--- config.mk ---
export PLATFORM = sky130hd
export DESIGN_NAME = tbfc_top
export DESIGN_NICKNAME = d
export VERILOG_FILES = /design/src/rtl/tbfc_top.v
export VERILOG_INCLUDE_DIRS = /design/src /design/src/pkg
export SDC_FILE = /design/constraint.sdc
export NUM_CORES = 1
export LEC_CHECK = 0
export BUFFER_PORTS_ARGS = -buffer_cell sky130_fd_sc_hd__buf_4
export CAP_MARGIN = 20
export CORE_MARGIN = 5
export CORE_UTILIZATION = 44
export CTS_BUF_LIST = sky130_fd_sc_hd__clkbuf_8
export DETAILED_ROUTE_END_ITERATION = 8
export PLACE_DENSITY = 0.73
export SLEW_MARGIN = 20
export SYNTH_ARGS = -nofsm -noshare
export SYNTH_HDL_FRONTEND = slang
export SYNTH_SLANG_ARGS = --single-unit
--- constraint.sdc ---
create_clock -name sys_clk -period 2.7 [get_ports sys_clk]
set_input_delay 0.405 -clock sys_clk [delete_from_list [all_inputs] [get_ports sys_clk]]
set_output_delay 0.405 -clock sys_clk [all_outputs]
set_load 0.05 [all_outputs]
--- src/pkg/tbfc_defs.vh ---
// Constants for the trace buffer flush control register bank.
// Assumes inclusion by the single design file under rtl/.
`ifndef TBFC_DEFS_VH
`define TBFC_DEFS_VH
// Register byte offsets
`define TBFC_OFF_BASE_HIGH    12'h11C
`define TBFC_OFF_RP_ADVANCE   12'h120
`define TBFC_OFF_FLUSH_STATUS 12'h300
`define TBFC_OFF_FLUSH_CTRL   12'h304
`define TBFC_OFF_MODE_CTRL    12'h310
`define TBFC_OFF_RP_LOW       12'h314
`define TBFC_OFF_RP_HIGH      12'h318
// Field positions in the flush control register
`define TBFC_FC_MARKER   15
`define TBFC_FC_HALT_TRG 13
`define TBFC_FC_HALT_FL  12
`define TBFC_FC_TRG_FL   10
`define TBFC_FC_TRG_EVT  9
`define TBFC_FC_TRG_EXT  8
`define TBFC_FC_MANUAL   6
`define TBFC_FC_FL_TRG   5
`define TBFC_FC_FL_EXT   4
`define TBFC_FC_TI_EN    1
`define TBFC_FC_FMT_EN   0
`define TBFC_FC_MASK     32'h0000B773
// Mode control fields (capture enable, mode, fifo link)
`define TBFC_MC_CAPTURE  0
`define TBFC_MC_MODE_LO  1
`define TBFC_MC_LINK     3
`define TBFC_MODE_CIRC   2'h0
`define TBFC_MODE_SWDRAIN 2'h2
// Status field positions
`define TBFC_FS_PENDING  0
`define TBFC_FS_HALTED   1
// Read-pointer advance value ranges
`define TBFC_RPA_MIN     21'h000010
`define TBFC_RPA_MAX     21'h100000
// Inserted packet ids
`define TBFC_ID_FLUSH    7'h7B
`define TBFC_ID_TRIGGER  7'h7D
// Base high field width
`define TBFC_BASE_HI_W   20
// AXI responses
`define TBFC_RESP_OKAY   2'h0
`define TBFC_RESP_SLVERR 2'h2
`endif

--- src/rtl/tbfc_top.v ---
// Flush, trigger and stop control registers of a trace memory controller.
// Assumes one clock, an AXI4-Lite master, and logic-level trace side signals.
//
// What this block does
// - High base register sized address width minus 32; reserved below 33 bits.
// - Base high bits [19:0] hold address bit 32 up; rest read zero.
// - Read-pointer advance ignored when disabled or not software-drained fifo mode.
// - Advance zero does nothing; 0x10 to 0x100000 adds to read pointer.
// - Advance field is write-only bits [20:0]; reads always return zero.
// - Status bit 1 shows formatter halted; clears on enable, holds when disabled.
// - Status bit 0 shows flush pending; frozen while disabled.
// - Marker enable inserts flush id 0x7B after flush in normal formatting.
// - Halt-on-trigger-event stops the formatter on a trigger event.
// - Halt-on-flush: request flush, on ready stop, post-amble, write, complete.
// - Fifo link ignores halt and trigger for master-side initiated flushes.
// - Trigger on flush done marks trigger when flush ready arrives.
// - Trigger on trigger event marks trigger on each event.
// - Trigger on external edge marks trigger on rising trigger input.
// - Manual flush bit starts flush, needs capture, self-clears on completion.
// - Flush on trigger event starts flush unless halt on trigger is set.
// - Inserted trigger is zero byte with source id 0x7D.
// - Flush input rising edge starts flush when enabled and not halted.
`timescale 1ns/1ns
`include "tbfc_defs.vh"

module tbfc_top #(
   parameter ADDR_W = 40
) (
   input  wire        sys_clk,
   input  wire        arst_n,
   input  wire [11:0] s_axi_awaddr,
   input  wire        s_axi_awvalid,
   output reg         s_axi_awready,
   input  wire [31:0] s_axi_wdata,
   input  wire [3:0]  s_axi_wstrb,
   input  wire        s_axi_wvalid,
   output reg         s_axi_wready,
   output reg  [1:0]  s_axi_bresp,
   output reg         s_axi_bvalid,
   input  wire        s_axi_bready,
   input  wire [11:0] s_axi_araddr,
   input  wire        s_axi_arvalid,
   output reg         s_axi_arready,
   output reg  [31:0] s_axi_rdata,
   output reg  [1:0]  s_axi_rresp,
   output reg         s_axi_rvalid,
   input  wire        s_axi_rready,
   input  wire        trigger_event,
   input  wire        trigger_in,
   input  wire        flush_in,
   input  wire        master_flush_req,
   output reg         flush_valid,
   input  wire        flush_ready,
   input  wire        formatter_drained,
   input  wire        memory_written,
   output reg         capture_stop,
   output reg         insert_valid,
   output reg  [6:0]  insert_id,
   output reg  [7:0]  insert_data,
   output reg  [31:0] read_pointer_low,
   output reg  [31:0] read_pointer_high
);

   ////////////////////////////////////////////////////////////////////////
   // Flush handshake states
   localparam ST_IDLE  = 2'b00;
   localparam ST_WAIT  = 2'b01;
   localparam ST_DRAIN = 2'b10;

   localparam HI_W = (ADDR_W > 32) ? ((ADDR_W - 32 > `TBFC_BASE_HI_W) ?
                     `TBFC_BASE_HI_W : ADDR_W - 32) : 1;

   reg [HI_W-1:0] base_high;
   reg [31:0]     flush_ctrl;
   reg [3:0]      mode_ctrl;
   reg            halted_flag;
   reg            pending_flag;
   reg [1:0]      fl_state;
   reg            master_origin;
   reg [1:0]      trig_sync;
   reg [1:0]      flin_sync;
   reg            trig_last;
   reg            flin_last;
   reg            aw_held;
   reg            w_held;
   reg [11:0]     aw_addr;
   reg [31:0]     w_data;
   reg [3:0]      w_strb;

   wire capture_on = mode_ctrl[`TBFC_MC_CAPTURE];
   wire [1:0] mode = mode_ctrl[`TBFC_MC_MODE_LO+1:`TBFC_MC_MODE_LO];
   wire fifo_link  = mode_ctrl[`TBFC_MC_LINK];
   // Formatting active when trigger insertion, formatter enable or non-circular
   wire formatting = flush_ctrl[`TBFC_FC_TI_EN] | flush_ctrl[`TBFC_FC_FMT_EN] |
                     (mode != `TBFC_MODE_CIRC);
   wire ti_en = flush_ctrl[`TBFC_FC_TI_EN];

   ////////////////////////////////////////////////////////////////////////
   // AXI write channel capture, either order
   wire do_write = aw_held & w_held & ~s_axi_bvalid;
   wire [11:0] wa = aw_addr;
   wire wr_ctrl = do_write & (wa == `TBFC_OFF_FLUSH_CTRL);
   wire wr_mode = do_write & (wa == `TBFC_OFF_MODE_CTRL);
   wire wr_known = (wa == `TBFC_OFF_BASE_HIGH) | (wa == `TBFC_OFF_RP_ADVANCE) |
                   (wa == `TBFC_OFF_FLUSH_STATUS) | (wa == `TBFC_OFF_FLUSH_CTRL) |
                   (wa == `TBFC_OFF_MODE_CTRL) | (wa == `TBFC_OFF_RP_LOW) |
                   (wa == `TBFC_OFF_RP_HIGH);
   wire [31:0] strb_mask = {{8{w_strb[3]}}, {8{w_strb[2]}}, {8{w_strb[1]}},
                            {8{w_strb[0]}}};
   wire [31:0] ctrl_merged = (flush_ctrl & ~strb_mask) | (w_data & strb_mask);

   // Ready pulses once per offer; a held word waits for its partner
   always @(posedge sys_clk or negedge arst_n) begin
      if (!arst_n) begin
         aw_held       <= 1'b0;
         w_held        <= 1'b0;
         aw_addr       <= 12'h000;
         w_data        <= 32'h00000000;
         w_strb        <= 4'h0;
         s_axi_awready <= 1'b0;
         s_axi_wready  <= 1'b0;
         s_axi_bvalid  <= 1'b0;
         s_axi_bresp   <= `TBFC_RESP_OKAY;
      end else begin
         s_axi_awready <= ~aw_held & ~s_axi_awready & s_axi_awvalid;
         s_axi_wready  <= ~w_held & ~s_axi_wready & s_axi_wvalid;
         if (s_axi_awvalid & s_axi_awready) begin
            aw_held <= 1'b1;
            aw_addr <= {s_axi_awaddr[11:2], 2'b00};
         end
         if (s_axi_wvalid & s_axi_wready) begin
            w_held <= 1'b1;
            w_data <= s_axi_wdata;
            w_strb <= s_axi_wstrb;
         end
         if (do_write) begin
            s_axi_bvalid <= 1'b1;
            s_axi_bresp  <= wr_known ? `TBFC_RESP_OKAY : `TBFC_RESP_SLVERR;
            aw_held      <= 1'b0;
            w_held       <= 1'b0;
         end else if (s_axi_bvalid & s_axi_bready) begin
            s_axi_bvalid <= 1'b0;
         end
      end
   end

   ////////////////////////////////////////////////////////////////////////
   // Input synchronisers and edge detect
   // Last-value flops reset low like the idle pins: no edge after reset
   always @(posedge sys_clk or negedge arst_n) begin
      if (!arst_n) begin
         trig_sync <= 2'b00;
         flin_sync <= 2'b00;
         trig_last <= 1'b0;
         flin_last <= 1'b0;
      end else begin
         trig_sync <= {trig_sync[0], trigger_in};
         flin_sync <= {flin_sync[0], flush_in};
         trig_last <= trig_sync[1];
         flin_last <= flin_sync[1];
      end
   end
   wire trig_rise = trig_sync[1] & ~trig_last;
   wire flin_rise = flin_sync[1] & ~flin_last;

   ////////////////////////////////////////////////////////////////////////
   // Flush request sources
   wire halt_trg = flush_ctrl[`TBFC_FC_HALT_TRG];
   wire man_start = wr_ctrl & capture_on & w_strb[0] & w_data[`TBFC_FC_MANUAL];
   wire evt_start = trigger_event & flush_ctrl[`TBFC_FC_FL_TRG] & ~halt_trg;
   wire ext_start = flin_rise & flush_ctrl[`TBFC_FC_FL_EXT] & ~halted_flag;
   // manual bit left set by a write racing completion relaunches
   wire man_held  = flush_ctrl[`TBFC_FC_MANUAL] & (fl_state == ST_IDLE);
   // later sources fold into the one outstanding flush
   wire any_start = (man_start | man_held | evt_start | ext_start | master_flush_req) &
                    capture_on;
   // Flush completes on ready in bypass, after memory write when formatting
   wire fl_done = (fl_state == ST_WAIT & flush_ready & ~formatting) |
                  (fl_state == ST_DRAIN & memory_written);
   wire got_ready = (fl_state == ST_WAIT) & flush_ready;

   ////////////////////////////////////////////////////////////////////////
   // Flush handshake engine
   always @(posedge sys_clk or negedge arst_n) begin
      if (!arst_n) begin
         fl_state      <= ST_IDLE;
         flush_valid   <= 1'b0;
         master_origin <= 1'b0;
      end else begin
         case (fl_state)
            ST_IDLE: begin
               if (any_start) begin
                  fl_state      <= ST_WAIT;
                  flush_valid   <= 1'b1;
                  master_origin <= master_flush_req & fifo_link &
                                   ~(man_start | man_held | evt_start | ext_start);
               end
            end
            ST_WAIT: begin
               if (flush_ready) begin
                  flush_valid <= 1'b0;
                  fl_state    <= formatting ? ST_DRAIN : ST_IDLE;
               end
            end
            ST_DRAIN: begin
               if (memory_written) begin
                  fl_state <= ST_IDLE;
               end
            end
            default: begin
               fl_state <= ST_IDLE;
            end
         endcase
      end
   end

   ////////////////////////////////////////////////////////////////////////
   // Control and mode registers
   always @(posedge sys_clk or negedge arst_n) begin
      if (!arst_n) begin
         flush_ctrl <= 32'h00000000;
         mode_ctrl  <= 4'h0;
      end else begin
         if (wr_mode & w_strb[0]) begin
            mode_ctrl <= w_data[3:0];
         end
         // Manual bit only taken while capture runs; set beats clear
         if (wr_ctrl) begin
            flush_ctrl <= (ctrl_merged & `TBFC_FC_MASK & ~(32'h1 << `TBFC_FC_MANUAL)) |
                          ({31'h0, man_start} << `TBFC_FC_MANUAL);
         end else if (fl_done) begin
            flush_ctrl[`TBFC_FC_MANUAL] <= 1'b0;
         end
      end
   end

   ////////////////////////////////////////////////////////////////////////
   // Status flags, halt and packet insertion
   // Master-side flushes in link setup never halt on flush or insert a trigger
   wire allow_stop = ~master_origin;
   // Enabling capture clears status before a new flush reports
   wire go_live    = wr_mode & w_strb[0] & w_data[`TBFC_MC_CAPTURE] & ~capture_on;
   always @(posedge sys_clk or negedge arst_n) begin
      if (!arst_n) begin
         halted_flag  <= 1'b0;
         pending_flag <= 1'b0;
         capture_stop <= 1'b0;
         insert_valid <= 1'b0;
         insert_id    <= 7'h00;
         insert_data  <= 8'h00;
      end else begin
         insert_valid <= 1'b0;
         insert_data  <= 8'h00;
         // Status flags freeze while capture is off
         if (go_live) begin
            halted_flag  <= 1'b0;
            pending_flag <= 1'b0;
            capture_stop <= 1'b0;
         end else if (capture_on) begin
            pending_flag <= (fl_state != ST_IDLE) | any_start;
            halted_flag  <= capture_stop & formatter_drained;
            if (trigger_event & halt_trg) begin
               capture_stop <= 1'b1;
            end
            if (got_ready & flush_ctrl[`TBFC_FC_HALT_FL] & allow_stop) begin
               capture_stop <= 1'b1;
            end
            // Trigger marker wins a tie; that cycle's flush id is lost
            // trigger insertion sources
            if (ti_en & ((got_ready & flush_ctrl[`TBFC_FC_TRG_FL] & allow_stop) |
                (trigger_event & flush_ctrl[`TBFC_FC_TRG_EVT]) |
                (trig_rise & flush_ctrl[`TBFC_FC_TRG_EXT]))) begin
               insert_valid <= 1'b1;
               insert_id    <= `TBFC_ID_TRIGGER;
            end else if (fl_done & formatting & flush_ctrl[`TBFC_FC_MARKER]) begin
               insert_valid <= 1'b1;
               insert_id    <= `TBFC_ID_FLUSH;
            end
         end
      end
   end

   ////////////////////////////////////////////////////////////////////////
   // Base high and read pointer
   // Advance carries from the low half into the high half
   wire [20:0] adv = w_data[20:0];
   wire adv_ok = (adv >= `TBFC_RPA_MIN) & (adv <= `TBFC_RPA_MAX);
   wire [63:0] rp_sum = {read_pointer_high, read_pointer_low} + {43'h0, adv};
   always @(posedge sys_clk or negedge arst_n) begin
      if (!arst_n) begin
         base_high         <= {HI_W{1'b0}};
         read_pointer_low  <= 32'h00000000;
         read_pointer_high <= 32'h00000000;
      end else if (do_write) begin
         if (wa == `TBFC_OFF_BASE_HIGH && ADDR_W > 32) begin
            base_high <= w_data[HI_W-1:0];
         end
         // Pointer halves load directly only while capture is off
         if (wa == `TBFC_OFF_RP_LOW && !capture_on) begin
            read_pointer_low <= w_data;
         end
         if (wa == `TBFC_OFF_RP_HIGH && !capture_on) begin
            read_pointer_high <= {12'h000, w_data[19:0]};
         end
         // advance only when live in fifo mode
         if (wa == `TBFC_OFF_RP_ADVANCE && capture_on && mode == `TBFC_MODE_SWDRAIN &&
             adv_ok) begin
            read_pointer_low  <= rp_sum[31:0];
            read_pointer_high <= {12'h000, rp_sum[51:32]};
         end
      end
   end

   ////////////////////////////////////////////////////////////////////////
   // AXI read channel
   // Unmapped offsets answer SLVERR with zero data
   reg [31:0] rd_val;
   reg        rd_ok;
   always @* begin
      rd_val = 32'h00000000;
      rd_ok  = 1'b1;
      case ({s_axi_araddr[11:2], 2'b00})
         `TBFC_OFF_BASE_HIGH:    rd_val[HI_W-1:0] = (ADDR_W > 32) ? base_high : {HI_W{1'b0}};
         `TBFC_OFF_RP_ADVANCE:   rd_val = 32'h00000000;
         `TBFC_OFF_FLUSH_STATUS: rd_val = {30'h0, halted_flag, pending_flag};
         `TBFC_OFF_FLUSH_CTRL:   rd_val = flush_ctrl;
         `TBFC_OFF_MODE_CTRL:    rd_val = {28'h0, mode_ctrl};
         `TBFC_OFF_RP_LOW:       rd_val = read_pointer_low;
         `TBFC_OFF_RP_HIGH:      rd_val = read_pointer_high;
         default:                rd_ok  = 1'b0;
      endcase
   end

   always @(posedge sys_clk or negedge arst_n) begin
      if (!arst_n) begin
         s_axi_arready <= 1'b0;
         s_axi_rvalid  <= 1'b0;
         s_axi_rdata   <= 32'h00000000;
         s_axi_rresp   <= `TBFC_RESP_OKAY;
      end else begin
         s_axi_arready <= s_axi_arvalid & ~s_axi_arready & ~s_axi_rvalid;
         if (s_axi_arvalid & s_axi_arready) begin
            s_axi_rvalid <= 1'b1;
            s_axi_rdata  <= rd_val;
            s_axi_rresp  <= rd_ok ? `TBFC_RESP_OKAY : `TBFC_RESP_SLVERR;
         end else if (s_axi_rvalid & s_axi_rready) begin
            s_axi_rvalid <= 1'b0;
         end
      end
   end

endmodule

==> flow_metrics.env <==
export IMPL_dr_total_vias=9247
export IMPL_globalRouteTotalUtil=0.248
export IMPL_synth_top_flop_cell="sky130_fd_sc_hd__dfrtp_1"
export IMPL_tritoncts_num_sinks=177
export IMPL_wl_per_cell_um=20.7
export IMPL_synthToLayoutAreaGrowth_pct=33.7
export IMPL_synth_cell_area_um2=9680
export IMPL_finish_net_count=1371
export IMPL_number_of_global_route_vias_before_repair=8763
export IMPL_floorplan_rows=54
export IMPL_violated_checks="negative setup slack"
export IMPL_slew_viol_final=0
export IMPL_wire_length_reported_by_the_detailed_router_um=32500
export IMPL_synth_sequential_area_ratio=0.458
export IMPL_timing_final_ws_setup_ns=-0.0868
export IMPL_antenna_cells_inserted=0
export IMPL_synth_async_reset_ratio=1.00
export IMPL_worst_endpoint_arrival_ns=3.15
export IMPL_worstSetupPathType="flip-flop to flip-flop"
export IMPL_clock_latency_at_the_later_pin_of_the_worst_skew_pair_ns=0.48
export IMPL_synth_warnings=0
export IMPL_cts_path_max_buffers=2
export IMPL_synth_edf_count=0
export IMPL_finish_instance_area_um2=12900
export IMPL_final_util=0.595
export IMPL_critical_path_data_required_time_ns=3.07
export IMPL_synthesis_area_per_instance_um2=9.83
export IMPL_endpoint_kind="flip-flop"
export IMPL_place_inst=1516
export IMPL_dieArea_um2=25100
export IMPL_die_width_um=158
export IMPL_max_slew_margin=0.534
export IMPL_post_synthesis_cells=985
export IMPL_place_hpwl_um=24000
export IMPL_route_detailed_drc=0
export IMPL_timing_fmax_mhz=359
export IMPL_drt_iter0_markers=1016
export IMPL_period_share=1.03
export IMPL_cts_clk_slew_worst_paths_ns=0.10
export IMPL_avgViaCountPerCell=5.90
export IMPL_antenna_violations_before_repair=0
export IMPL_global_route_wire_length_before_repair_um=48400
export IMPL_final_period_minus_worst_setup_slack_ns=2.79
export IMPL_cts_tree="built"
export IMPL_worstHoldPathType="primary input to flip-flop"
export IMPL_overflow=0
export IMPL_port_buffer_count=168
export IMPL_initial_util=0.445
export IMPL_critical_path_max_fanout=6
export IMPL_final_setup_skew_ns=0.0156
export IMPL_grt_setup_unrepaired="yes"
export IMPL_core_region_area_um2=21800
export IMPL_detail_route_first_pass_iterations=8
export IMPL_placement_setup_worst_slack_ns=-0.214
export IMPL_power_ir_vdd_worst_mv=0.350
export IMPL_cts_htree_levels=4
export IMPL_holdWs_ns=0.0306
export IMPL_gr_usage_met2=0.378
export IMPL_grt_busiest_layer="met2"
export IMPL_clock_root_buffer="sky130_fd_sc_hd__clkbuf_8"
export IMPL_static_leakage_power_nw=6.16
export IMPL_detailed_place_area_um2=12100
export IMPL_fp_dieH_um=158
export IMPL_ioPinCount=197
export IMPL_power_density_nw_per_um2=706
export IMPL_synth_seq_cells=177
export IMPL_cts_buffers_inserted=17
export IMPL_total_power_mw=9.14
export IMPL_cap_violations=0
export IMPL_drive_above_1_share=0.374
export IMPL_globalplace_congestion=0.971
export IMPL_fillerInstances=1843
export IMPL_global_route_usage_met3=0.0497
export IMPL_antenna_violation_net_count_after_detailed_routing=0
export IMPL_status="finished with violations"
export IMPL_synth_cell_types=83
export IMPL_cp_start_kind="flip-flop"
export IMPL_tightest_slew_ns=0.697
export IMPL_final_hold_violation_count=0
export IMPL_grt_max_degree=58
export IMPL_finalNonFillerCells=1568
export IMPL_setup_violations=6
export IMPL_setup_tns_final_ns=-0.249
export IMPL_grt_use_met1=0.357
layout make-up:
cell class | count | area, um^2 | share of cell area
Multi-Input combinational cell | 737 | 5080 | 0.393
Sequential cell | 177 | 4440 | 0.343
Timing Repair Buffer | 318 | 2590 | 0.200
Tap cell | 280 | 350 | 0.0271
Clock buffer | 18 | 248 | 0.0191
Clock inverter | 14 | 148 | 0.0114
Inverter | 24 | 90.1 | 0.00696
power by group:
part           total, mW  switching [mW]  internal, mW
sequential          3.57           0.426          3.14
clock               1.88            1.09         0.786
combinational       3.69            2.12          1.58
cells in the final DEF (no fill, tap or decap), types with 8 or more instances in the layout:
cell,instances
sky130_fd_sc_hd__o22a_1,9
sky130_fd_sc_hd__a21oi_1,68
sky130_fd_sc_hd__a222oi_1,9
sky130_fd_sc_hd__buf_12,8
sky130_fd_sc_hd__clkbuf_8,18
sky130_fd_sc_hd__a31oi_1,20
sky130_fd_sc_hd__o21ai_0,35
sky130_fd_sc_hd__a22o_1,10
sky130_fd_sc_hd__nand2_1,109
sky130_fd_sc_hd__dfrtp_1,171
sky130_fd_sc_hd__o21a_1,8
sky130_fd_sc_hd__and2_1,8
sky130_fd_sc_hd__buf_4,300
sky130_fd_sc_hd__nor3b_1,8
sky130_fd_sc_hd__nor2_1,79
sky130_fd_sc_hd__ha_1,17
sky130_fd_sc_hd__xnor2_1,12
sky130_fd_sc_hd__and3_1,16
sky130_fd_sc_hd__nor3_1,11
sky130_fd_sc_hd__inv_1,24
sky130_fd_sc_hd__nand3_1,33
sky130_fd_sc_hd__conb_1,22
sky130_fd_sc_hd__mux2_2,67
sky130_fd_sc_hd__nand4_1,10
repair_timing:
| action | 4_1_cts | 5_1_grt |
|---|---|---|
| gates resized for setup | 7 | 50 |
| cloned | 1 | 4 |
| endpoints found under the hold margin | 53 | 0 |
| hold buffers | 1 | 0 |
| pin swaps | 5 | 18 |
| setup endpoints to repair | 31 | 49 |
| setup buffers | 4 | 10 |
synth_stat cells (9+ instances only):
| cell type | n | share of area |
|---|---|---|
| sky130_fd_sc_hd__a211oi_1 | 10 | 0.0078 |
| sky130_fd_sc_hd__a21oi_1 | 70 | 0.036 |
| sky130_fd_sc_hd__a222oi_1 | 9 | 0.0093 |
| sky130_fd_sc_hd__a22o_1 | 10 | 0.0090 |
| sky130_fd_sc_hd__a31oi_1 | 21 | 0.014 |
| sky130_fd_sc_hd__and3_1 | 17 | 0.011 |
| sky130_fd_sc_hd__buf_2 | 10 | 0.0052 |
| sky130_fd_sc_hd__buf_4 | 31 | 0.024 |
| sky130_fd_sc_hd__clkbuf_1 | 21 | 0.0081 |
| sky130_fd_sc_hd__dfrtp_1 | 177 | 0.46 |
| sky130_fd_sc_hd__ha_1 | 21 | 0.027 |
| sky130_fd_sc_hd__inv_1 | 24 | 0.0093 |
| sky130_fd_sc_hd__mux2_2 | 67 | 0.078 |
| sky130_fd_sc_hd__nand2_1 | 114 | 0.044 |
| sky130_fd_sc_hd__nand3_1 | 36 | 0.019 |
| sky130_fd_sc_hd__nand4_1 | 10 | 0.0065 |
| sky130_fd_sc_hd__nor2_1 | 82 | 0.032 |
| sky130_fd_sc_hd__nor3_1 | 11 | 0.0057 |
| sky130_fd_sc_hd__nor3b_1 | 9 | 0.0070 |
| sky130_fd_sc_hd__o21ai_0 | 40 | 0.021 |
| sky130_fd_sc_hd__o22a_1 | 9 | 0.0081 |
| sky130_fd_sc_hd__xnor2_1 | 12 | 0.011 |
critical path: stages, from the launching register on:
cell and delay [ns]:
sky130_fd_sc_hd__dfrtp_1 0.42, sky130_fd_sc_hd__ha_4 0.18, sky130_fd_sc_hd__fa_2 0.37, sky130_fd_sc_hd__a211oi_4 0.25, sky130_fd_sc_hd__o21bai_2 0.11, sky130_fd_sc_hd__a211oi_4 0.29, sky130_fd_sc_hd__o31ai_2 0.12, sky130_fd_sc_hd__a211o_1 0.33
sky130_fd_sc_hd__buf_4 0.18, sky130_fd_sc_hd__a41o_1 0.24, sky130_fd_sc_hd__a21oi_1 0.14, sky130_fd_sc_hd__a21oi_1 0.05
worst paths after layout:
| kind | from | to | slack, ns | cells past startpoint |
|---|---|---|---|---|
| max | w_data[0] | read_pointer_high[0] | -0.09 | 11 |
| max reg2reg | w_data[0] | read_pointer_high[0] | -0.09 | 11 |
| max in group asynchronous | arst_n | insert_id[2] | 1.58 | 3 |
| min in group asynchronous | arst_n | s_axi_wready | 0.46 | 2 |
| min reg2reg | trig_sync[0] | trig_sync[1] | 0.35 | 0 |
| min | flush_in | flin_sync[0] | 0.03 | 1 |
registers in the layout, indices dropped and copies added, names as in the netlist, 3 cells and up, named ones only:
name and flops:
aw_addr 10, base_high 8, insert_id 3, mode_ctrl 4, read_pointer_high 20, read_pointer_low 32
s_axi_rdata 32, w_data 32
routing by layer:
metal / share of wire / vias up
met5: 0 / -
met4: 0.033 / 0
met3: 0.10 / 95
met2: 0.45 / 519
met1: 0.42 / 4453
li1: - / 4180
cells by family after synthesis:
group / synth area share
buffers and inverters: 0.0521
xor gates and xnor gates: 0.0127
other: 0.000387
muxes: 0.0852
adders and majority gates: 0.0292
and+or+nand+nor: 0.171
DFF: 0.458
AOI/OAI and AO/OA: 0.191
No activity file was read; power rests on OpenSTA's default activity.
